**src/logic/irq_status_pkg.sv**
```systemverilog
// Constants for the interrupt status collector: offsets, bit positions, reset values.
// Assumes a 32-bit register port with read data one cycle after the read strobe.
package irq_status_pkg;

  localparam int unsigned ADDR_W = 8;
  localparam int unsigned DATA_W = 32;

  // Byte offsets on the register port
  localparam logic [ADDR_W-1:0] INTERRUPT_STATUS_OFS = 8'h58;
  localparam logic [ADDR_W-1:0] INTERRUPT_ENABLE_OFS = 8'h5c;
  localparam logic [ADDR_W-1:0] BYTE_TEST_OFS        = 8'h64;
  localparam logic [ADDR_W-1:0] CONTROL_OFS          = 8'h70;

  localparam logic [DATA_W-1:0] BYTE_TEST_VALUE = 32'h87654321;
  localparam logic [DATA_W-1:0] STATUS_RESET    = 32'h00000000;
  localparam logic [DATA_W-1:0] ENABLE_RESET    = 32'h00000000;

  // Status bit positions
  localparam int unsigned SOFTWARE_EVENT_BIT   = 31;
  localparam int unsigned TRANSMIT_HALTED_BIT  = 25;
  localparam int unsigned RECEIVE_HALTED_BIT   = 24;
  localparam int unsigned DROPPED_HALF_BIT     = 23;
  localparam int unsigned BUFFER_LOADED_BIT    = 21;
  localparam int unsigned RX_TRANSFER_BIT      = 20;
  localparam int unsigned TIMER_WRAP_BIT       = 19;
  localparam int unsigned LINE_INTERFACE_BIT   = 18;
  localparam int unsigned POWER_EVENT_BIT      = 17;
  localparam int unsigned TX_STATUS_OVF_BIT    = 16;
  localparam int unsigned OVERSIZE_FRAME_BIT   = 15;
  localparam int unsigned RECEIVE_ERROR_BIT    = 14;
  localparam int unsigned TRANSMIT_ERROR_BIT   = 13;
  localparam int unsigned TX_DATA_OVERRUN_BIT  = 10;
  localparam int unsigned TX_SPACE_AVAIL_BIT   = 9;
  localparam int unsigned TX_STATUS_FULL_BIT   = 8;
  localparam int unsigned TX_STATUS_LEVEL_BIT  = 7;
  localparam int unsigned FRAME_DROPPED_BIT    = 6;
  localparam int unsigned RX_STATUS_FULL_BIT   = 4;
  localparam int unsigned RX_STATUS_LEVEL_BIT  = 3;
  localparam int unsigned PIN_EVENT_LSB        = 0;
  localparam int unsigned PIN_EVENT_W          = 3;

  // Writable-one-to-clear bits (bit 18 is read-only, reserved bits absent)
  localparam logic [DATA_W-1:0] W1C_MASK     = 32'h83bbe7df;
  localparam logic [DATA_W-1:0] IMPL_MASK    = 32'h83bfe7df;

  // Control register bits
  localparam int unsigned CTRL_SW_ENABLE_BIT = 0;
  localparam int unsigned CTRL_TX_STOP_BIT   = 1;
  localparam int unsigned CTRL_LOW_POWER_BIT = 2;

  localparam logic [31:0] DROPPED_HALF_FROM = 32'h7fffffff;
  localparam logic [15:0] TIMER_WRAP_TO     = 16'hffff;

endpackage

```
**src/logic/irq_status_collector.sv**
```systemverilog
// Interrupt status collector: sticky event flags, enable mask, master request line.
// Assumes event strobes are synchronous to ref_clk, one cycle per event.
//
// How it works
// - Writing one clears a status bit.
// - Bit 31 sets from software event enable.
// - Bit 25 sets when stop requested and halted.
// - Bit 24 sets when receiver halts.
// - Bit 23 sets on dropped counter halfway.
// - Bit 21 sets when notify buffer loaded.
// - Bit 20 sets when receive transfer count done.
// - Bit 19 sets when timer wraps to FFFFh.
// - Bit 18 mirrors line interface request, read-only.
// - Bit 17 sets on power event regardless.
// - Only byte test write leaves low power.
// - Power event bypasses deassertion hold-off.
// - Bit 16 sets on status FIFO overflow.
// - Bit 15 sets on oversize received packet.
// - Bit 14 sets on receive error.
// - Bit 13 sets on transmit error.
// - Bit 10 sets on write to full FIFO.
// - Bit 9 sets when space exceeds threshold.
// - Bit 8 sets when status FIFO full.
// - Bit 4 sets when receive status full.
// - Bit 7 sets at transmit status level.
// - Bit 3 sets at receive status level.
// - Bit 6 sets on each dropped frame.
// - Bits 2-0 set by pin events.
// - Status records events regardless of enable.
// - Master line when any enabled bit set.
//
// Design decision made here: the plain strobed port.
`timescale 1ns/1ps

module irq_status_collector
  import irq_status_pkg::*;
(
  input  wire logic                              ref_clk,
  input  wire logic                              rst,
  input  wire logic [irq_status_pkg::ADDR_W-1:0] reg_addr,
  input  wire logic [irq_status_pkg::DATA_W-1:0] reg_wdata,
  input  wire logic                              reg_wr,
  input  wire logic                              reg_rd,
  output logic      [irq_status_pkg::DATA_W-1:0] reg_rdata,
  input  wire logic                              tx_halted,
  input  wire logic                              rx_halted,
  input  wire logic [31:0]                       dropped_count,
  input  wire logic                              dropped_count_inc,
  input  wire logic                              buffer_loaded,
  input  wire logic                              buffer_notify,
  input  wire logic                              rx_transfer_done,
  input  wire logic [15:0]                       timer_value,
  input  wire logic                              timer_dec,
  input  wire logic                              line_interface_req,
  input  wire logic                              power_event,
  input  wire logic                              tx_status_overflow,
  input  wire logic                              oversize_frame,
  input  wire logic                              receive_error,
  input  wire logic                              transmit_error,
  input  wire logic                              tx_data_write,
  input  wire logic                              tx_data_full,
  input  wire logic [7:0]                        tx_free_blocks,
  input  wire logic [7:0]                        tx_space_level,
  input  wire logic                              tx_status_full,
  input  wire logic                              tx_status_level,
  input  wire logic                              frame_dropped,
  input  wire logic                              rx_status_full,
  input  wire logic                              rx_status_level,
  input  wire logic [2:0]                        pin_events,
  output logic                                   master_irq,
  output logic                                   power_irq,
  output logic                                   tx_stop_req,
  output logic                                   low_power
);

  logic [DATA_W-1:0] status_q;
  logic [DATA_W-1:0] status_d;
  logic [DATA_W-1:0] enable_q;
  logic [2:0]        ctrl_q;
  logic [2:0]        ctrl_d;
  logic              low_power_q;
  logic              low_power_d;
  logic [DATA_W-1:0] rdata_q;
  logic              master_q;
  logic              power_q;
  logic [DATA_W-1:0] events;
  logic [DATA_W-1:0] clear_bits;
  logic [DATA_W-1:0] live;
  logic [DATA_W-1:0] rdata_d;

  function automatic logic hit(input logic [ADDR_W-1:0] a, input logic [ADDR_W-1:0] ofs);
    hit = (a == ofs);
  endfunction

  wire wr_status  = reg_wr && hit(reg_addr, INTERRUPT_STATUS_OFS);
  wire wr_enable  = reg_wr && hit(reg_addr, INTERRUPT_ENABLE_OFS);
  wire wr_byte    = reg_wr && hit(reg_addr, BYTE_TEST_OFS);
  wire wr_control = reg_wr && hit(reg_addr, CONTROL_OFS);

  // Counter step across the halfway point, seen on the old value
  wire half_cross = dropped_count_inc && (dropped_count == DROPPED_HALF_FROM);
  // Down-counter at zero decrementing lands on FFFFh
  wire timer_wrap = timer_dec && (timer_value == (TIMER_WRAP_TO + 16'h0001));
  wire space_ok   = tx_free_blocks > tx_space_level;

  always_comb begin
    events = '0;
    events[SOFTWARE_EVENT_BIT]  = ctrl_q[CTRL_SW_ENABLE_BIT];
    events[TRANSMIT_HALTED_BIT] = ctrl_q[CTRL_TX_STOP_BIT] && tx_halted;
    events[RECEIVE_HALTED_BIT]  = rx_halted;
    events[DROPPED_HALF_BIT]    = half_cross;
    events[BUFFER_LOADED_BIT]   = buffer_loaded && buffer_notify;
    events[RX_TRANSFER_BIT]     = rx_transfer_done;
    events[TIMER_WRAP_BIT]      = timer_wrap;
    events[POWER_EVENT_BIT]     = power_event;
    events[TX_STATUS_OVF_BIT]   = tx_status_overflow;
    events[OVERSIZE_FRAME_BIT]  = oversize_frame;
    events[RECEIVE_ERROR_BIT]   = receive_error;
    events[TRANSMIT_ERROR_BIT]  = transmit_error;
    events[TX_DATA_OVERRUN_BIT] = tx_data_write && tx_data_full;
    events[TX_SPACE_AVAIL_BIT]  = space_ok;
    events[TX_STATUS_FULL_BIT]  = tx_status_full;
    events[RX_STATUS_FULL_BIT]  = rx_status_full;
    events[TX_STATUS_LEVEL_BIT] = tx_status_level;
    events[RX_STATUS_LEVEL_BIT] = rx_status_level;
    events[FRAME_DROPPED_BIT]   = frame_dropped;
    events[PIN_EVENT_LSB +: PIN_EVENT_W] = pin_events;
  end

  // Ones clear only writable bits; events OR in after, so set wins
  assign clear_bits = wr_status ? (reg_wdata & W1C_MASK) : '0;
  // No enable gating here: status always captures its source
  assign status_d   = ((status_q & ~clear_bits) | events) & W1C_MASK;

  // Line interface bit is a live view, never stored
  always_comb begin
    live = status_q;
    live[LINE_INTERFACE_BIT] = line_interface_req;
  end

  assign ctrl_d = wr_control ? reg_wdata[2:0] : ctrl_q;

  // Low power is left only by a byte test write; a power event alone never wakes
  always_comb begin
    low_power_d = low_power_q;
    if (wr_control && reg_wdata[CTRL_LOW_POWER_BIT]) begin
      low_power_d = 1'b1;
    end
    if (wr_byte) begin
      low_power_d = 1'b0;
    end
  end

  assign rdata_d = !reg_rd ? '0 :
                   hit(reg_addr, INTERRUPT_STATUS_OFS) ? (live & IMPL_MASK) :
                   hit(reg_addr, INTERRUPT_ENABLE_OFS) ? (enable_q & IMPL_MASK) :
                   hit(reg_addr, BYTE_TEST_OFS)        ? BYTE_TEST_VALUE :
                   hit(reg_addr, CONTROL_OFS)          ? {29'h0, ctrl_q[2], ctrl_q[1:0]} :
                   '0;

  always_ff @(posedge ref_clk) begin
    if (rst) begin
      status_q    <= STATUS_RESET;
      enable_q    <= ENABLE_RESET;
      ctrl_q      <= 3'h0;
      low_power_q <= 1'b0;
      rdata_q     <= '0;
      master_q    <= 1'b0;
      power_q     <= 1'b0;
    end else begin
      status_q    <= status_d;
      enable_q    <= wr_enable ? (reg_wdata & IMPL_MASK) : enable_q;
      ctrl_q      <= ctrl_d;
      low_power_q <= low_power_d;
      rdata_q     <= rdata_d;
      master_q    <= |(live & enable_q);
      // Separate path so the hold-off timer outside cannot delay it
      power_q     <= live[POWER_EVENT_BIT] && enable_q[POWER_EVENT_BIT];
    end
  end

  assign reg_rdata   = rdata_q;
  assign master_irq  = master_q;
  assign power_irq   = power_q;
  assign tx_stop_req = ctrl_q[CTRL_TX_STOP_BIT];
  assign low_power   = low_power_q;

endmodule

```
**config.mk**
```make
export PLATFORM = sky130hd
export DESIGN_NAME = irq_status_collector
export DESIGN_NICKNAME = d
export VERILOG_FILES = /design/src/logic/irq_status_pkg.sv /design/src/logic/irq_status_collector.sv
export SDC_FILE = /design/constraint.sdc
export NUM_CORES = 1
export LEC_CHECK = 0
export ABC_AREA = 1
export BUFFER_PORTS_ARGS = -buffer_cell sky130_fd_sc_hd__buf_4
export CAP_MARGIN = 20
export CORE_MARGIN = 1
export CORE_UTILIZATION = 50
export DETAILED_ROUTE_END_ITERATION = 6
export PLACE_DENSITY = 0.95
export SLEW_MARGIN = 20
export SYNTH_ARGS = -nofsm -noshare
export SYNTH_HDL_FRONTEND = slang
export SYNTH_SLANG_ARGS = --single-unit
```
**constraint.sdc**
```tcl
create_clock -name ref_clk -period 2.3 [get_ports ref_clk]
set_input_delay 0.115 -clock ref_clk [delete_from_list [all_inputs] [get_ports ref_clk]]
set_output_delay 0.115 -clock ref_clk [all_outputs]
set_load 0.005 [all_outputs]
```
; Word level (Yosys, flattened, before mapping)
; Index checks and enable logic that the tools add are counted.
[word_totals]
ff_bits = 93
input_bits = 131
output_inout_bits = 36
elab_cells = 43
[classes]
order_cmp = 1
eq_ne = 5
n_mux = 5
bitwise_logic = 5
n_reduce_logical = 17
[ops]
columns = cell, count
row1 = $mux W32, 4
row2 = $and A32 B32 Y32, 2
row3 = $eq A32 B31 Y1 const B, 1
row4 = $eq A8 B7 Y1 const B, 4
row5 = $not A32 Y32, 1
row6 = $or A32 B32 Y32, 1
row7 = $reduce_or A32 Y1, 1
row8 = $logic_not A16 Y1, 1
row9 = $logic_and A1 B1 Y1, 11
row10 = $gt A8 B8 Y1, 1
row11 = $reduce_or A5 Y1, 1
row12 = $reduce_or A2 Y1, 2
row13 = $reduce_or A4 Y1, 1
row14 = $mux W3, 1
row15 = $not A1 Y1, 1

; Logic depth before layout (Yosys ltp)
[depth]
depth_word = 6
depth_mapped = 11
mapped_depth_nobuf = 11

; Least setup slack after synthesis
; Ideal clock, no wire load.
[synth_timing]
path_type = input -> register
start = input port reg_addr[7] in the netlist's numbering
end = register status_q[1]
setup_ns = 0.132
t_arrival_ns = 1.003
t_required_ns = 2.168
setup_slack_ns = 1.164
cell_stages = 9
path_buffers = 1
cell_sequence = inv_1 nand2_1 nor2_4 nand2_1 nor2_1 buf_4 nand2_1 nand2_1 a21oi_1
[synth_via]
elab_chain_cells = 6
[synth_lines]
columns = element, line_no
row1 = "start, declared", irq_status_collector.sv:40  ; input wire logic [irq_status_pkg::ADDR_W-1:0] reg_addr,
row2 = $eq A8 B7 Y1, irq_status_collector.sv:92  ; hit = (a == ofs);
row3 = $logic_and A1 B1 Y1, irq_status_collector.sv:95  ; wire wr_status = reg_wr && hit(reg_addr, INTERRUPT_STATUS_OFS);
row4 = $mux W32, irq_status_collector.sv:131  ; assign clear_bits = wr_status ? (reg_wdata & W1C_MASK) : '0;
row5 = $not A32 Y32, irq_status_collector.sv:133  ; assign status_d = ((status_q & ~clear_bits) | events) & W1C_MASK;
row6 = $and A32 B32 Y32, irq_status_collector.sv:133
row7 = $or A32 B32 Y32, irq_status_collector.sv:133
row8 = "end signal, assigned", irq_status_collector.sv:171  ; status_q <= status_d;
row9 = "end, declared", irq_status_collector.sv:76  ; logic [DATA_W-1:0] status_q;
; Every way passes these cells.
; A chain may end at the register's enable or synchronous reset.

; Worst setup path after layout
[layout_timing]
start = input port reg_addr[2] in the netlist's numbering
end = register rdata_q[31], in the netlist reg_rdata[31]
[layout_via]
elab_chain_cells = 4
word_cells_on_any_way = 6
cone_classes = 3 x eq/ne / 3 x mux
[layout_lines]
columns = element, line_no
row1 = $eq A8 B7 Y1, irq_status_collector.sv:92
row2 = $mux W32, irq_status_collector.sv:157  ; hit(reg_addr, BYTE_TEST_OFS) ? BYTE_TEST_VALUE :
row3 = $mux W32, irq_status_collector.sv:156  ; hit(reg_addr, INTERRUPT_ENABLE_OFS) ? (enable_q & IMPL_MASK) :
row4 = $mux W32 (*), irq_status_collector.sv:155  ; hit(reg_addr, INTERRUPT_STATUS_OFS) ? (live & IMPL_MASK) :
row5 = "end signal, assigned", irq_status_collector.sv:175  ; rdata_q <= rdata_d;
row6 = "end, declared", irq_status_collector.sv:83  ; logic [DATA_W-1:0] rdata_q;
; Every way passes the cells marked *; elsewhere a longest branch is shown, timed or not.

==> impl_metrics.csv <==
group,metric,value,unit
placed_design,port_buffers,151,
cts,cts_hold_buf,13,
synth,yosysWarnings,0,
synth,synth_area,3570,um2
route,wl_per_cell,12.0,um
route,first_pass_iters,5,
synth,synth_compound_area_share,8.37,%
synth,synth_simple_gate_area_share,34.6,%
setup_path,cp_top_family,"buffers and inverters",
cts,clk_latency,360,ps
die,die_h,86.5,um
global_routing,grt_pass1_vias,3579,
route,viasPerCell,4.84,
setup_path,cpPeakStageDelay,450,ps
sta,setup_viol,0,
global_routing,gr-total-overflow,0,
finish,fin_nets,844,
global_routing,grt_util_all_layers,26.5,%
synth,synth_top_family_by_area,"simple AND/OR/NAND/NOR gates",
synth,synthCells,541,
synth,ys_seq_elements,75,
placed_design,dp_worst_setup_slack,677,ps
cts,htreeDepth,3,
synth,seq_area_frac_synth,42.0,%
setup_path,cp.buffers_inverters,3,
cts,post_cts_resized,0,
setup_path,crit_type,"primary input to flop",
placed_design,dp_cells,776,
sta,max_freq,791,MHz
finish,drive_gt1_share,24.8,%
setup_path,worstSetupEndpointType,"flop",
route,ant_nets,0,
finish,finalNonFillerCells,806,
power,leakage,2.58,nW
route,drcViolationCount,0,
die,io_pins,167,
synth,synth_edf_count,0,
cts,root_buffer,"clkbuf_8",
global_routing,grt_max_degree,28,
synth,synthAdderAreaFrac,2.80,%
outcome,status,"complete, no violations",
cts,postCtsSetupBuffers,0,
sta,fin_crit_sh,55.0,%
die,initial_core_util,52.3,%
cts,cts_sinks,75,
setup_path,cp_common_cell,"nand2_1",
cts,cts_tree,"yes",
power,peakVddDrop,0.323,mV
sta,worstMarginPinSlew,718,ps
setup_path,cp.required,2590,ps
sta,relSlewSlack,51.8,%
cts,clock_path_buffers,2,
route,initialDrtViolationCount,192,
route,routed_wirelength,9680,um
die,num_rows,30,
setup_path,r2r_slack,1250,ps
worst_hold_path,hp-class,"primary input to flop",
sta,min_period,1260,ps
synth,synthMuxAreaShare,0,%
cts,clk_pin_slew,70,ps
sta,fin_ws,1040,ps
setup_path,path_max_fanout,14,
route,vias,3899,
synth,syn-mean-instance-area,6.60,um2
placed_design,hpwl,6980,um
setup_path,crit_path_top_delay_cell,"inv_1",
setup_path,crit_chain,"buf_4, inv_1, nand2_1, nor2_1, nand2_1, inv_1, nand2_1, a31oi_1",
job,cap_violations,0,
sta,fin_setup_tns,0,ps
finish,antenna-diode-count,0,
sta,rsz0062_at_grt,"false",
synth,synth_xor_area_share,0,%
sta,skew,5.14,ps
finish,area_delta_synth_final,41.1,%
die,coreArea,6830,um2
global_routing,grt_pass1_wl,15400,um
placed_design,gp_congestion,0.844,
setup_path,cp-start-kind,"primary input",
cts,cts_buffers,9,
synth,async_flop_share,0,%
sta,finalHoldViolCount,0,
die,die_area,7490,um2
sta,final_max_slew_viol_count,0,
synth,synth_cell_types,24,
power,power_density,510,nW/um2
global_routing,antenna_found_initial,0,
synth,synth_flop_cell,"dfxtp_1",
setup_path,crit_arrival,1550,ps
die,die_w,86.5,um
[placed cells by master (no fill, tap or decap), types with 2 or more instances in the layout]
| master | count |
|---|---|
| a21oi_1 | 47 |
| and2_1 | 2 |
| buf_4 | 159 |
| clkbuf_1 | 3 |
| clkbuf_8 | 11 |
| clkinv_2 | 2 |
| conb_1 | 6 |
| dfxtp_1 | 75 |
| dlygate4sd3_1 | 14 |
| ha_1 | 8 |
| inv_1 | 66 |
| nand2_1 | 194 |
| nand3_1 | 13 |
| nand3_2 | 2 |
| nand4_1 | 10 |
| nor2_1 | 77 |
| nor3_1 | 5 |
| o21ai_0 | 10 |
[cell usage after synthesis (2+ instances only)]
master	count	area (um2)
nand2_1	194	728
nor2_1	77	289
dfxtp_1	75	1500
inv_1	66	248
a21oi_1	47	235
nand3_1	13	65.1
buf_4	11	82.6
nand4_1	10	62.6
o21ai_0	10	50.1
ha_1	8	100
buf_2	5	25.0
buf_6	5	56.3
nor3_1	5	25.0
clkbuf_1	3	11.3
and2_1	2	12.5
nand3_2	2	20.0
[kinds of logic (layout without fill, tap and decap cells)]
kind of cell	Yosys count	in the layout
AOI/OAI and AO/OA	59	59
adders and majority gates	8	8
buffers and inverters	92	256
DFF	75	75
other	1	6
and+or+nand+nor	306	306
[state kept, by name, summed over array words and instances (netlist names)]
name        cells
enable_q       23
status_q       22
power_irq       1
reg_rdata      24
ctrl_q          3
low_power       1
master_irq      1
[tightest hold or removal path, delay by kind of cell]
family,cells,cell delay (ps)
buffers and inverters,1,90
AND/OR/NAND/NOR,2,130
[final cells by class]
cell class | count | area, um2
Inverter | 67 | 251
Clock buffer | 14 | 163
Fill cell | 531 | 1790
Timing Repair Buffer | 173 | 1330
Multi-Input combinational cell | 379 | 1660
Tap cell | 96 | 120
Sequential cell | 75 | 1500
Clock inverter | 2 | 10.0
[path summary, 6_finish.rpt]
| check | from | end | depth (start not counted) |
|---|---|---|---|
| max | reg_addr[2] | reg_rdata[31] | 8 |
| min | reg_wdata[19] | enable_q[19] | 3 |
| max reg2reg | status_q[0] | master_irq | 6 |
| min reg2reg | low_power | low_power | 2 |
[metal layers]
metal | GRT usage, % | share of wire [%]
met1 | 29.8 | 41
met2 | 48.3 | 51
met3 | 7.14 | 7.2
met4 | 8.94 | 1.4
met5 | 0 | 0
[where the power goes]
group / switching [W] / total (W) / leakage, nW / internal, W
sequential: 0.0000192 / 0.00134 / 0.610 / 0.00132
combinational: 0.000131 / 0.000319 / 1.88 / 0.000189
clock: 0.000461 / 0.000909 / 0.0905 / 0.000449
total: 0.000610 / 0.00257 / 2.58 / 0.00196
[through the flow]
stage	cell area [um2]	util (%)	total power (W)	hold slack, ps
global placement	4730	69.2	0.00166	345
floorplan	3590	-	0.00148	249
global route	5040	73.8	0.00267	0.642
finish	5040	73.8	0.00257	2.32
detailed placement	4730	69.2	0.00167	357
CTS	5030	73.6	0.00257	0.461
Power figures use the tool's default switching activity.
